$ cat config.mk
export PLATFORM = sky130hd
export DESIGN_NAME = bld_config_decoder
export DESIGN_NICKNAME = d
export VERILOG_FILES = /design/src/bld_pkg.sv /design/src/bld_switch_gate.sv /design/src/bld_i2c_slave.sv /design/src/bld_config_decoder.sv
export SDC_FILE = /design/constraint.sdc
export NUM_CORES = 1
export LEC_CHECK = 0
export ABC_AREA = 1
export BUFFER_PORTS_ARGS = -buffer_cell sky130_fd_sc_hd__buf_4
export CORE_UTILIZATION = 45
export DETAILED_ROUTE_END_ITERATION = 7
export GPL_TIMING_DRIVEN = 0
export HOLD_SLACK_MARGIN = 0.12
export SKIP_LAST_GASP = 1
export SLEW_MARGIN = 5
export SYNTH_ARGS = -nofsm -noshare
export SYNTH_HDL_FRONTEND = slang
export SYNTH_SLANG_ARGS = --single-unit
$ cat constraint.sdc
create_clock -name clk -period 7.75 [get_ports clk]
set_input_delay 0.775 -clock clk [delete_from_list [all_inputs] [get_ports clk]]
set_output_delay 0.775 -clock clk [all_outputs]
set_load 0.02 [all_outputs]
$ cat src/bld_pkg.sv
// Purpose: Shared constants for the boost LED configuration decoder.
// Assumes: 250 MHz core clock, I2C pins sampled as synchronous inputs.
// Notes:   Register map, reset values, field positions and decode tables.
package bld_pkg;

  // ==========================================================================
  // Clock
  // ==========================================================================
  localparam int CLK_PERIOD_NS = 4;
  localparam int CLK_KHZ       = 1000000 / CLK_PERIOD_NS;

  // ==========================================================================
  // Register map
  // ==========================================================================
  localparam logic [7:0] REG_SWITCHING_CONTROL   = 8'h00;
  localparam logic [7:0] REG_FREQUENCY_AND_LIMIT = 8'h01;
  localparam logic [7:0] REG_LED_CURRENT_LEVEL   = 8'h02;

  // Writable bit masks; all other positions are restricted
  localparam logic [7:0] SWC_MASK = 8'hE0;
  localparam logic [7:0] FAL_MASK = 8'h1F;
  localparam logic [7:0] LCL_MASK = 8'hFF;

  localparam logic [7:0] SWC_RESET = 8'h60;
  localparam logic [7:0] FAL_RESET = 8'h17;
  localparam logic [7:0] LCL_RESET = 8'h82;

  // Field positions
  localparam int SPREAD_BIT   = 7;
  localparam int SLEW_MSB     = 6;
  localparam int SLEW_LSB     = 5;
  localparam int ILIM_BIT     = 4;
  localparam int FREQ_MSB     = 3;
  localparam int FREQ_LSB     = 0;

  // ==========================================================================
  // Decode tables
  // ==========================================================================
  localparam logic [7:0] SLEW_PCT_TAB [4] = '{8'h19, 8'h32, 8'h64, 8'hC8};

  localparam logic [11:0] ILIM_LOW_MA  = 12'h5DC;
  localparam logic [11:0] ILIM_HIGH_MA = 12'h9C4;

  localparam int FREQ_KHZ_TAB [16] = '{300, 300, 300, 300, 300, 400, 500, 600,
                                       700, 800, 900, 1000, 1225, 1335, 1450, 1600};

  localparam logic [7:0]  LED_LIN_BASE_CODE = 8'h30;
  localparam logic [15:0] LED_OFF_UA        = 16'h0000;
  localparam logic [15:0] LED_MIN_UA        = 16'h2738;
  localparam logic [15:0] LED_LIN_BASE_UA   = 16'h27B0;
  localparam logic [15:0] LED_STEP_UA       = 16'h0078;

  // Spread-spectrum period deviation in clock counts
  localparam int SPREAD_DEV = 16;

  // Default I2C slave address
  localparam logic [6:0] I2C_ADDR = 7'h3C;

endpackage

$ cat src/bld_switch_gate.sv
// Purpose: Power-switch gate with cycle-by-cycle peak current limit.
// Assumes: Cycle start is a one-cycle pulse from the oscillator divider.
// Notes:   Over-limit beats cycle start so a hot switch never re-closes.
`timescale 1ns/10ps
`default_nettype none
module bld_switch_gate (
  input  wire logic        clk,          // Core clock
  input  wire logic        rst_b,        // Sync reset, active low
  input  wire logic        cycle_start,  // Oscillator cycle start pulse
  input  wire logic        duty_end,     // Loop ends on-time
  input  wire logic [11:0] peak_ma,      // Sensed inductor current
  input  wire logic [11:0] limit_ma,     // Selected current limit
  output logic             switch_on,    // Power switch gate
  output logic             ocp_event     // Limit trip pulse
);

  logic switch_on_r;
  logic switch_on_nxt;
  logic ocp_r;
  wire  over_limit = peak_ma > limit_ma;

  // ==========================================================================
  // Gate state
  // ==========================================================================
  always_comb begin
    if (over_limit) begin
      switch_on_nxt = 1'b0;
    end else if (cycle_start) begin
      switch_on_nxt = 1'b1;
    end else if (duty_end) begin
      switch_on_nxt = 1'b0;
    end else begin
      switch_on_nxt = switch_on_r;
    end
  end

  always_ff @(posedge clk) begin
    if (!rst_b) begin
      switch_on_r <= 1'b0;
      ocp_r       <= 1'b0;
    end else begin
      switch_on_r <= switch_on_nxt;
      ocp_r       <= over_limit & switch_on_r;
    end
  end

  assign switch_on = switch_on_r;
  assign ocp_event = ocp_r;

endmodule
`default_nettype wire

$ cat src/bld_i2c_slave.sv
// Purpose: I2C register slave with pointer byte and auto-increment.
// Assumes: SCL and SDA already synchronous to clk and glitch free.
// Notes:   Clock stretching is not supported; every pointer is acked.
`timescale 1ns/10ps
`default_nettype none
module bld_i2c_slave #(
  parameter logic [6:0] ADDR = bld_pkg::I2C_ADDR
) (
  input  wire logic       clk,       // Core clock
  input  wire logic       rst_b,     // Sync reset, active low
  input  wire logic       scl_in,    // I2C clock level
  input  wire logic       sda_in,    // I2C data level
  output logic            sda_out,   // I2C data drive value
  output logic            sda_oe,    // I2C data drive enable
  output logic            wr_pulse,  // Register write strobe
  output logic [7:0]      wr_addr,   // Register write address
  output logic [7:0]      wr_data,   // Register write data
  output logic [7:0]      rd_addr,   // Register read address
  input  wire logic [7:0] rd_data    // Register read data
);

  typedef enum logic [2:0] {
    BLD_IDLE = 3'b000,
    BLD_ADDR = 3'b001,
    BLD_PTR  = 3'b011,
    BLD_WR   = 3'b010,
    BLD_RD   = 3'b110
  } bld_i2c_e;

  bld_i2c_e    st_r;
  logic        scl_d_r;
  logic        sda_d_r;
  logic [3:0]  cnt_r;
  logic [7:0]  shf_r;
  logic [7:0]  ptr_r;
  logic [7:0]  tx_r;
  logic        ack_r;
  logic        oe_r;
  logic        wr_r;
  logic [7:0]  wa_r;
  logic [7:0]  wd_r;

  wire       scl_rise  = scl_in & ~scl_d_r;
  wire       scl_fall  = ~scl_in & scl_d_r;
  wire       start_det = scl_in & scl_d_r & sda_d_r & ~sda_in;
  wire       stop_det  = scl_in & scl_d_r & ~sda_d_r & sda_in;
  wire       ack_slot  = cnt_r == 4'h8;
  wire [7:0] byte_in   = {shf_r[6:0], sda_in};
  wire [2:0] tx_idx    = 3'(4'h7 - cnt_r);

  // ==========================================================================
  // Protocol engine
  // ==========================================================================
  always_ff @(posedge clk) begin
    if (!rst_b) begin
      st_r    <= BLD_IDLE;
      scl_d_r <= 1'b1;
      sda_d_r <= 1'b1;
      cnt_r   <= 4'h0;
      shf_r   <= 8'h00;
      ptr_r   <= 8'h00;
      tx_r    <= 8'h00;
      ack_r   <= 1'b0;
      oe_r    <= 1'b0;
      wr_r    <= 1'b0;
      wa_r    <= 8'h00;
      wd_r    <= 8'h00;
    end else begin
      scl_d_r <= scl_in;
      sda_d_r <= sda_in;
      wr_r    <= 1'b0;
      if (start_det) begin
        st_r  <= BLD_ADDR;
        cnt_r <= 4'h0;
        oe_r  <= 1'b0;
      end else if (stop_det) begin
        st_r <= BLD_IDLE;
        oe_r <= 1'b0;
      end else if (st_r != BLD_IDLE && scl_rise) begin
        if (ack_slot) begin
          cnt_r <= 4'h0;
          unique case (st_r)
            BLD_ADDR: st_r <= !ack_r ? BLD_IDLE : (shf_r[0] ? BLD_RD : BLD_PTR);
            BLD_PTR:  st_r <= BLD_WR;
            BLD_WR:   st_r <= BLD_WR;
            BLD_RD: begin
              ptr_r <= ptr_r + 8'h01;
              if (sda_in) begin
                st_r <= BLD_IDLE;
              end
            end
            default:  st_r <= BLD_IDLE;
          endcase
        end else begin
          shf_r <= byte_in;
          cnt_r <= cnt_r + 4'h1;
          if (cnt_r == 4'h7) begin
            unique case (st_r)
              BLD_ADDR: ack_r <= byte_in[7:1] == ADDR;
              BLD_PTR: begin
                ack_r <= 1'b1;
                ptr_r <= byte_in;
              end
              BLD_WR: begin
                ack_r <= 1'b1;
                wr_r  <= 1'b1;
                wa_r  <= ptr_r;
                wd_r  <= byte_in;
                ptr_r <= ptr_r + 8'h01;
              end
              BLD_RD:  ack_r <= 1'b0;
              default: ack_r <= 1'b0;
            endcase
          end
        end
      end else if (scl_fall) begin
        if (ack_slot) begin
          oe_r <= ack_r;
        end else if (st_r == BLD_RD && cnt_r == 4'h0) begin
          tx_r <= rd_data;
          oe_r <= ~rd_data[7];
        end else if (st_r == BLD_RD) begin
          oe_r <= ~tx_r[tx_idx];
        end else begin
          oe_r <= 1'b0;
        end
      end
    end
  end

  assign sda_out  = 1'b0;
  assign sda_oe   = oe_r;
  assign wr_pulse = wr_r;
  assign wr_addr  = wa_r;
  assign wr_data  = wd_r;
  assign rd_addr  = ptr_r;

endmodule
`default_nettype wire

$ cat src/bld_config_decoder.sv
// Purpose: Boost LED driver configuration registers and decode.
// Assumes: Host writes over I2C; peak current sensed as mA code.
// Notes:   Decoded outputs are registered, one edge after the write; period_cnt follows at the next cycle start.
`timescale 1ns/10ps
`default_nettype none
module bld_config_decoder #(
  parameter logic [6:0] I2C_ADDR   = bld_pkg::I2C_ADDR,
  parameter int         SPREAD_DEV = bld_pkg::SPREAD_DEV
) (
  input  wire logic        clk,                 // Core clock, 250 MHz
  input  wire logic        rst_b,               // Sync reset, active low
  input  wire logic        scl_in,              // I2C clock
  input  wire logic        sda_in,              // I2C data in
  output logic             sda_out,             // I2C data out value
  output logic             sda_oe,              // I2C data drive enable
  input  wire logic [11:0] peak_ma,             // Sensed peak current
  input  wire logic        duty_end,            // Loop on-time end
  output logic             switch_on,           // Power switch gate
  output logic             ocp_event,           // Current-limit trip
  output logic             cycle_start,         // Oscillator cycle start
  output logic [10:0]      freq_khz,            // Switching frequency
  output logic [9:0]       period_cnt,          // Cycle length in clocks
  output logic             spread_en,           // Spreading enabled
  output logic [1:0]       switch_node_slew,    // Edge-rate code
  output logic [7:0]       slew_pct,            // Edge-rate percent
  output logic [11:0]      ilim_ma,             // Current limit, mA
  output logic             ilim_high,           // 2.5A limit selected
  output logic [15:0]      channel_current_ua   // LED current, uA
);

  // ==========================================================================
  // Register bank
  // ==========================================================================
  logic [7:0] swc_r;
  logic [7:0] fal_r;
  logic [7:0] lcl_r;
  logic       wr_pulse;
  logic [7:0] wr_addr;
  logic [7:0] wr_data;
  logic [7:0] rd_addr;
  logic [7:0] rd_data;

  bld_i2c_slave #(
    .ADDR     (I2C_ADDR)
  ) u_i2c (
    .clk      (clk),
    .rst_b    (rst_b),
    .scl_in   (scl_in),
    .sda_in   (sda_in),
    .sda_out  (sda_out),
    .sda_oe   (sda_oe),
    .wr_pulse (wr_pulse),
    .wr_addr  (wr_addr),
    .wr_data  (wr_data),
    .rd_addr  (rd_addr),
    .rd_data  (rd_data)
  );

  wire sel_swc = wr_pulse && wr_addr == bld_pkg::REG_SWITCHING_CONTROL;
  wire sel_fal = wr_pulse && wr_addr == bld_pkg::REG_FREQUENCY_AND_LIMIT;
  wire sel_lcl = wr_pulse && wr_addr == bld_pkg::REG_LED_CURRENT_LEVEL;

  always_ff @(posedge clk) begin
    if (!rst_b) begin
      swc_r <= bld_pkg::SWC_RESET;
      fal_r <= bld_pkg::FAL_RESET;
      lcl_r <= bld_pkg::LCL_RESET;
    end else begin
      if (sel_swc) begin
        swc_r <= wr_data & bld_pkg::SWC_MASK;
      end
      if (sel_fal) begin
        fal_r <= wr_data & bld_pkg::FAL_MASK;
      end
      if (sel_lcl) begin
        lcl_r <= wr_data & bld_pkg::LCL_MASK;
      end
    end
  end

  // Unmapped pointers read as zero and ignore writes
  assign rd_data = (rd_addr == bld_pkg::REG_SWITCHING_CONTROL)   ? swc_r :
                   (rd_addr == bld_pkg::REG_FREQUENCY_AND_LIMIT) ? fal_r :
                   (rd_addr == bld_pkg::REG_LED_CURRENT_LEVEL)   ? lcl_r : 8'h00;

  // ==========================================================================
  // Field decode
  // ==========================================================================
  wire [1:0] slew_code = swc_r[bld_pkg::SLEW_MSB:bld_pkg::SLEW_LSB];
  wire       spread_b  = swc_r[bld_pkg::SPREAD_BIT];
  wire [3:0] freq_code = fal_r[bld_pkg::FREQ_MSB:bld_pkg::FREQ_LSB];
  wire       ilim_b    = fal_r[bld_pkg::ILIM_BIT];

  // Constant tables, folded at elaboration
  logic [10:0] khz_rom [16];
  logic [9:0]  per_rom [16];
  for (genvar gi = 0; gi < 16; gi++) begin : g_freq
    assign khz_rom[gi] = 11'(bld_pkg::FREQ_KHZ_TAB[gi]);
    assign per_rom[gi] = 10'(bld_pkg::CLK_KHZ / bld_pkg::FREQ_KHZ_TAB[gi]);
  end

  wire [7:0]  slew_pct_d = bld_pkg::SLEW_PCT_TAB[slew_code];
  wire [11:0] ilim_d     = ilim_b ? bld_pkg::ILIM_HIGH_MA
                                  : bld_pkg::ILIM_LOW_MA;

  // LED current: off, flat minimum, then linear steps
  wire [7:0]  led_ofs  = lcl_r - bld_pkg::LED_LIN_BASE_CODE;
  wire [15:0] led_lin  = bld_pkg::LED_LIN_BASE_UA
                         + 16'(led_ofs) * bld_pkg::LED_STEP_UA;
  wire        led_zero = lcl_r == 8'h00;
  wire        led_flat = lcl_r < bld_pkg::LED_LIN_BASE_CODE;
  wire [15:0] led_ua_d = led_zero ? bld_pkg::LED_OFF_UA :
                         led_flat ? bld_pkg::LED_MIN_UA : led_lin;

  // ==========================================================================
  // Registered decoded outputs
  // ==========================================================================
  logic [10:0] freq_khz_r;
  logic [9:0]  base_per_r;
  logic        spread_r;
  logic [1:0]  slew_r;
  logic [7:0]  slew_pct_r;
  logic [11:0] ilim_r;
  logic        ilim_high_r;
  logic [15:0] led_ua_r;

  always_ff @(posedge clk) begin
    if (!rst_b) begin
      freq_khz_r  <= 11'h000;
      base_per_r  <= 10'h000;
      spread_r    <= 1'b0;
      slew_r      <= 2'h0;
      slew_pct_r  <= 8'h00;
      ilim_r      <= 12'h000;
      ilim_high_r <= 1'b0;
      led_ua_r    <= 16'h0000;
    end else begin
      freq_khz_r  <= khz_rom[freq_code];
      base_per_r  <= per_rom[freq_code];
      spread_r    <= spread_b;
      slew_r      <= slew_code;
      slew_pct_r  <= slew_pct_d;
      ilim_r      <= ilim_d;
      ilim_high_r <= ilim_b;
      led_ua_r    <= led_ua_d;
    end
  end

  // ==========================================================================
  // Oscillator with triangular spreading
  // ==========================================================================
  // Period is rebuilt at each cycle start so a new code never truncates
  // a cycle mid-way; the cost is up to one old-rate cycle of latency.
  localparam logic [9:0] DEV = 10'(SPREAD_DEV);
  localparam int RST_KHZ =
    bld_pkg::FREQ_KHZ_TAB[bld_pkg::FAL_RESET[bld_pkg::FREQ_MSB:bld_pkg::FREQ_LSB]];
  localparam logic [9:0] RST_PER = 10'(bld_pkg::CLK_KHZ / RST_KHZ);

  logic [9:0] osc_cnt_r;
  logic [9:0] cur_per_r;
  logic [9:0] dev_r;
  logic       dev_up_r;
  logic       cyc_r;

  wire        osc_wrap  = osc_cnt_r >= cur_per_r - 10'h001;
  wire [9:0]  spread_per = base_per_r - DEV + dev_r;
  wire [9:0]  next_per  = spread_r ? spread_per : base_per_r;

  always_ff @(posedge clk) begin
    if (!rst_b) begin
      osc_cnt_r <= 10'h000;
      cur_per_r <= RST_PER;
      dev_r     <= 10'h000;
      dev_up_r  <= 1'b1;
      cyc_r     <= 1'b0;
    end else begin
      cyc_r <= osc_wrap;
      if (osc_wrap) begin
        osc_cnt_r <= 10'h000;
        cur_per_r <= next_per;
        if (!spread_r) begin
          dev_r    <= DEV;
          dev_up_r <= 1'b1;
        end else if (dev_up_r) begin
          dev_r    <= dev_r + 10'h001;
          dev_up_r <= ~(dev_r + 10'h001 >= (DEV << 1));
        end else begin
          dev_r    <= dev_r - 10'h001;
          dev_up_r <= dev_r == 10'h001;
        end
      end else begin
        osc_cnt_r <= osc_cnt_r + 10'h001;
      end
    end
  end

  // ==========================================================================
  // Power switch
  // ==========================================================================
  bld_switch_gate u_gate (
    .clk         (clk),
    .rst_b       (rst_b),
    .cycle_start (cyc_r),
    .duty_end    (duty_end),
    .peak_ma     (peak_ma),
    .limit_ma    (ilim_r),
    .switch_on   (switch_on),
    .ocp_event   (ocp_event)
  );

  assign cycle_start        = cyc_r;
  assign freq_khz           = freq_khz_r;
  assign period_cnt         = cur_per_r;
  assign spread_en          = spread_r;
  assign switch_node_slew   = slew_r;
  assign slew_pct           = slew_pct_r;
  assign ilim_ma            = ilim_r;
  assign ilim_high          = ilim_high_r;
  assign channel_current_ua = led_ua_r;

endmodule
`default_nettype wire

==> impl_metrics.csv, run 1 <==
group,metric,value,unit
run_status,status,"finished, final reports clean",
timing,fin_crit_sh,44.2,%
critical_path,crit_arrival,3.75,ns
layout,drive_above_1_share,13.3,%
placed_design,dp_hpwl,16200,microns
route,viasPerCell,4.87,
timing,hold_violations,0,
critical_path,crit_required,8.07,ns
floorplan,fp-row-count,50,
route,drt-initial-drc-count,373,
floorplan,die_area,0.0199,sq mm
synth,yosysSeqAreaShare,34.1,%
clock_network,cts_setup_buffers,0,
synth,synth_top_cell_by_area,"dfxtp_1",
floorplan,die_h,141,microns
critical_path,crit_path_start_kind,"flop",
route,antenna_left,0,
global_routing,grt_start_max_net_pins,17,
timing,setup_violations,0,
synth,synthFlopType,"dfxtp_1",
synth,avgSynthCellArea,7.33,sq um
timing,whs,0.458,ns
min_path,hp-class,"reg2reg",
run,drv_cap,0,
layout,regArea,0.00296,sq mm
power,p_total,0.00173,W
power,peakVddDrop,0.000126,V
layout,antenna-diode-count,0,
layout,n_fill_cell,1882,
synth,ys_ff_latch,148,
placed_design,place_congestion,0.882,
timing,min_period,3.43,ns
route,totalWireLength,20900,microns
clock_network,worstSkewPairLatency,0.43,ns
timing,fin_setup_tns,0,ns
power,p_per_area,169,mW/mm^2
route,drc_errors,0,
layout,multi_input_area,0.00483,sq mm
route,dr.pass1.iters,5,
global_routing,grt-ovfl-total,0,
timing,slew_headroom,51.6,%
floorplan,pin_count,83,
synth,synth_warnings,0,
timing,rsz0062_at_grt,"no",
synth,yosysUniqueCellTypes,54,
synth,synth_edf_count,0,
clock_network,cts_hold_buf,0,
clock_network,clk_pin_slew,0.07,ns
layout,synthToLayoutAreaGrowth,17.6,%
route,wire_per_inst,13.4,microns
synth,yosysTopAreaCellShare,34.1,%
clock_network,clock_sinks,148,
power,leakage,4.87,nW
layout,fin_nets,1387,
route,vias,7597,
clock_network,cts_resized,0,
critical_path,cp_max_fo,6,
clock_network,ctsLongestPathBuffers,2,
floorplan,initial_core_util,46.2,%
synth,syn_inst,1186,
placed_design,numPortBuffers,74,
global_routing,grt_pass1_wl,34900,microns
global_routing,grt_pass1_vias,7060,
timing,fin_skew,0.0101,ns
synth,syn_area,0.00870,sq mm
floorplan,chipWidth,141,microns
global_routing,track_usage,22.2,%
critical_path,endpoint_kind,"flop",
timing,worst_pin_slew,0.726,ns
layout,post-route-util,54.3,%
timing,drv_slew,0,
timing,fmax,0.292,GHz
clock_network,h-tree-depth,4,
clock_network,root_buffer,"clkbuf_16",
clock_network,cts_tree,"yes",
global_routing,antenna_found_initial,0,
critical_path,critPathKind,"reg2reg",
synth,async_reset_ff_share,0,%
synth,synth.area.top_cells,"dfxtp_1 (34%), ha_1 (11%), nand2_1 (9.4%)",
floorplan,core_area,0.0188,sq mm
clock_network,cts_buffers,17,
worst max-delay path: stages, from the launching register on:
cell and delay, ns:
dfxtp_1 0.47, ha_1 0.26, xor2_2 0.33, inv_1 0.11, ha_1 0.29, inv_1 0.05
xor2_1 0.15, ha_1 0.30, ha_1 0.36, nand2_1 0.10, inv_1 0.04, a21oi_1 0.19
nand2_1 0.11, nand2_1 0.07, nand2_1 0.07, xor2_2 0.21, nand2_2 0.08, nand2_1 0.06
nor2_1 0.03
cells in the mapped netlist, drive strengths merged (10+ instances only):
cell type and instances:
fa 10, a21oi 87, xor2 24, nand2 226
nor3 20, xnor2 10, nor2 122, nand4 20
o21ai 96, o211ai 11, dfxtp 148, inv 181
ha 74, buf 26, clkbuf 14, nand3 67
cell type report:
cell class                      count  area share, %
Multi-Input combinational cell    821           47.2
Sequential cell                   148           29.0
Inverter                          184           6.75
Timing Repair Buffer               74           5.43
Clock buffer                       19           4.43
Tap cell                          260           3.18
Buffer                             40           2.32
Clock inverter                     13           1.66
cell families (layout without fill, tap and decap cells):
group / Yosys count / in the layout / share of synthesized area [%]
muxes: 3 / 3 / 0.345
AOI/OAI and AO/OA: 221 / 221 / 13.9
xor gates and xnor gates: 34 / 34 / 3.81
and+or+nand+nor: 471 / 471 / 24.2
other: 1 / 8 / 0.0431
DFF: 148 / 148 / 34.1
buffers and inverters: 224 / 330 / 10.7
adders and majority gates: 84 / 84 / 12.9
registers in the layout (all words and copies together), names as in the netlist, 2 cells and up:
name                cells
u_i2c.st_r              3
u_i2c.shf_r             7
channel_current_ua     13
fal_r                   5
ilim_ma                 2
freq_khz               11
slew_pct                8
u_i2c.rd_addr           8
dev_r                  10
osc_cnt_r              10
period_cnt             10
u_i2c.cnt_r             4
u_i2c.wr_data           8
swc_r                   3
u_i2c.tx_r              8
lcl_r                   8
base_per_r             10
u_i2c.wr_addr           8
routing by layer:
metal	global-route usage (%)	part of all wire (%)	vias to the layer above
met2	38.6	48	146
met5	0	0	-
met4	5.61	1.2	0
li1	-	-	4026
met3	4.52	4.2	26
met1	28.0	46	3399
through the flow:
stage               setup WS (ns)  instance area [sq um]  instances
floorplan                    4.72                   8720       1193
global placement             4.35                   9600       1527
detailed placement           4.32                   9600       1527
CTS                          4.28                  10200       1559
global route                 3.92                  10200       1559
finish                       4.32                  10200       1559
placed cells by master (no fill, tap or decap), drive strengths merged, types with 2 or more instances in the layout:
master    count
nand2       226
inv         185
dfxtp       148
nor2        122
buf         100
o21ai        96
a21oi        87
ha           74
nand3        67
clkbuf       33
xor2         24
nand4        20
nor3         20
o211ai       11
xnor2        10
fa           10
a31oi         9
conb          8
nor3b         6
clkinv        6
or2           5
o22ai         4
o21a          3
mux2i         3
bufinv        3
clkinvlp      3
nor4          3
o21bai        2
a211oi        2
o221ai        2
report_power, final:
| part | switching [W] | internal (W) |
|---|---|---|
| clock | 0.000343 | 0.000528 |
| combinational | 0.0000529 | 0.0000333 |
| sequential | 0.00000458 | 0.000769 |
| total | 0.000400 | 0.00133 |
path summary, 6_finish.rpt:
check	cells after the start	startpoint	slack [ns]	end
min reg2reg	2	u_gate.switch_on$_SDFFE_PP0P_	0.46	u_gate.ocp_event$_SDFF_PN0_
max	18	lcl_r[4]$_SDFFE_PN0P_	4.32	channel_current_ua[14]$_SDFF_PP0_
max reg2reg	18	lcl_r[4]$_SDFFE_PN0P_	4.32	channel_current_ua[14]$_SDFF_PP0_
min	2	u_gate.switch_on$_SDFFE_PP0P_	0.46	u_gate.ocp_event$_SDFF_PN0_
(Power assumes the default switching activity.)
==> run 2, diff against run 1 <==
--- a/config.mk
+++ b/config.mk
@@ -11,6 +11,7 @@
 export DETAILED_ROUTE_END_ITERATION = 7
 export GPL_TIMING_DRIVEN = 0
 export HOLD_SLACK_MARGIN = 0.12
+export PLACE_DENSITY = 0.66
 export SKIP_LAST_GASP = 1
 export SLEW_MARGIN = 5
 export SYNTH_ARGS = -nofsm -noshare
==> constraint.sdc (replaced) <==
create_clock -name clk -period 2.9 [get_ports clk]
set_input_delay 0.29 -clock clk [delete_from_list [all_inputs] [get_ports clk]]
set_output_delay 0.29 -clock clk [all_outputs]
set_load 0.02 [all_outputs]
==> run 2 against run 1 <==
Net effect: largest cell class unchanged; non-clock buffer count rose by 23; hold slack got worse by 0.29 ns; maximum frequency rose by 14%; the flow now finishes with violations (negative setup slack); critical path type unchanged; setup slack got worse by 4.4 ns; utilization rose by 2.3 points; clock-buffer cell count rose by 1.
==> impl_metrics.csv, run 2 (synthesis gave the netlist of run 1 again) <==
group,metric,value,unit
critical_path,endpoint_kind,"flop",
route,wire_per_inst,13.3,microns
route,drc_errors,0,
clock_network,cts_buffers,17,
placed_design,placed_area,0.00965,sq mm
min_path,hp-class,"in2reg",
clock_network,ctsLongestPathBuffers,2,
clock_network,h-tree-depth,4,
critical_path,crit_chain,"clkinvlp_4 -> ha_4 -> xnor2_4 -> xor2_1 -> fa_1 -> inv_2 -> ha_4 -> nand2_1 -> nand2_2 -> inv_1 -> nand3_1 -> nand2_2 -> nand2_2 -> nand2_4 -> nand3_4 -> nand2_4 -> nand3_2 -> nand2_1 -> inv_1",
floorplan,fp-row-count,50,
layout,design_area,0.0107,sq mm
floorplan,pin_count,83,
run_status,violations,"negative setup slack",
timing,rsz0062_at_grt,"yes",
layout,drive_above_1_share,18.6,%
global_routing,antenna_found_initial,0,
floorplan,die_h,141,microns
route,viasPerCell,5.03,
global_routing,grt_pass1_wl,34300,microns
timing,hold_violations,0,
critical_path,cp_slowest_cell,"fa_1",
layout,synthToLayoutAreaGrowth,22.6,%
floorplan,initial_core_util,46.2,%
run,drv_cap,0,
critical_path,timing.critical_path.mode_cell,"nand2_2",
layout,antenna-diode-count,0,
route,antenna_left,0,
route,dr.pass1.iters,5,
clock_network,root_buffer,"clkbuf_16",
timing,min_period,3.00,ns
timing,drv_slew,0,
placed_design,place_congestion,0.870,
clock_network,clock_sinks,148,
critical_path,critPathKind,"reg2reg",
clock_network,worstSkewPairLatency,0.43,ns
clock_network,cts_tree,"yes",
floorplan,die_area,0.0199,sq mm
critical_path,crit_arrival,3.33,ns
power,leakage,4.99,nW
route,met1_length,9900,microns
timing,fin_crit_sh,103,%
critical_path,cp_max_fo,5,
layout,fin_nets,1410,
layout,largest_reg_flops,13,
layout,final_common_cell,"nand2_1",
timing,setup_violations,6,
critical_path,cpPeakStageDelay,0.45,ns
route,top_layer,"met4",
global_routing,grt_pass1_vias,7101,
placed_design,numPortBuffers,74,
critical_path,crit_required,3.23,ns
global_routing,track_usage,21.7,%
timing,slew_headroom,54.4,%
layout,final_cell_mix,"nand2_1 (200), inv_1 (161), dfxtp_1 (143)",
timing,whs,0.165,ns
route,drt-initial-drc-count,426,
critical_path,critPathTopFamily,"adder cells",
critical_path,crit_buf_inv,4,
placed_design,place_ws,-0.322,ns
clock_network,clk_pin_slew,0.07,ns
timing,layout_setup_ws,-0.0989,ns
floorplan,chipWidth,141,microns
timing,fmax,0.333,GHz
route,routed-wl-met3,1090,microns
power,p_per_area,420,mW/mm^2
route,vias,7958,
critical_path,crit_path_start_kind,"flop",
route,wl_met2,9850,microns
power,peakVddDrop,0.000409,V
global_routing,grt-ovfl-total,0,
global_routing,grt_start_max_net_pins,17,
timing,worst_pin_slew,0.684,ns
run_status,status,"complete, but fails checks",
route,totalWireLength,21000,microns
timing,fin_skew,0.0102,ns
power,p_total,0.00448,W
placed_design,dp_hpwl,15600,microns
floorplan,core_area,0.0188,sq mm
run 2: changes by cell type in the layout (fill, tap and decap cells not counted), sizes merged:
cell         change
buf             +19
bufinv           -2
dlygate4sd3      +3
clkinv           +2
clkinvlp         -1
clkbuf           +2
run 2: timing repair:
| item | in CTS | in global routing |
|---|---|---|
| buffers inserted | 11 | 9 |
| setup endpoints to repair | 23 | 37 |
| pin swaps | 17 | 13 |
| endpoints found under the hold margin | 3 | 0 |
| hold buffers | 3 | 0 |
| resized for setup | 32 | 35 |
run 2: routing by layer:
metal	up-vias	global-route usage [%]
li1	4075	-
met1	3657	29.2
met2	209	35.5
met3	17	4.25
met4	0	5.55
met5	-	0
run 2: through the flow:
stage          utilization (%)  TNS [ns]  instances
4_1_cts                   55.6   -0.0243       1573
2_1_floorplan                -         0       1193
3_5_place_dp              51.2     -1.91       1527
6_report                  56.6    -0.327       1582
3_3_place_gp              51.2     -1.36       1527
5_1_grt                   56.6     -1.25       1582
run 2: final cells by class:
cell class	count	area (sq um)
clock inverter	12	120
clock buffer	20	457
inverter	184	694
buffer	40	243
sequential	148	2980
tap	260	325
fill	1790	8170
multi-input combinational	821	5110
timing repair buffer	97	736
run 2: report_power, final:
| part | switching (W) | internal (W) |
|---|---|---|
| combinational | 0.000141 | 0.0000925 |
| sequential | 0.0000124 | 0.00205 |
| clock | 0.000940 | 0.00124 |
| total | 0.00109 | 0.00339 |
run 2: worst paths after layout:
| path | startpoint | cells after the start | end | slack, ns |
|---|---|---|---|---|
| hold reg to reg | u_gate.switch_on$_SDFFE_PP0P_ | 2 | u_gate.ocp_event$_SDFF_PN0_ | 0.45 |
| hold / removal | duty_end | 4 | u_gate.switch_on$_SDFFE_PP0P_ | 0.17 |
| setup reg to reg | lcl_r[4]$_SDFFE_PN0P_ | 19 | channel_current_ua[13]$_SDFF_PP0_ | -0.1 |
| setup / recovery | lcl_r[4]$_SDFFE_PN0P_ | 19 | channel_current_ua[13]$_SDFF_PP0_ | -0.1 |
run 2: worst reg2reg max path, cell delays in order (launching register included):
cell and delay [ns]:
dfxtp_4 0.38, clkinvlp_4 0.14, ha_4 0.29, xnor2_4 0.18, xor2_1 0.20, fa_1 0.45
inv_2 0.08, ha_4 0.23, nand2_1 0.08, nand2_2 0.08, inv_1 0.09, nand3_1 0.10
nand2_2 0.09, nand2_2 0.08, nand2_4 0.10, nand3_4 0.08, nand2_4 0.09, nand3_2 0.05
nand2_1 0.07, inv_1 0.04
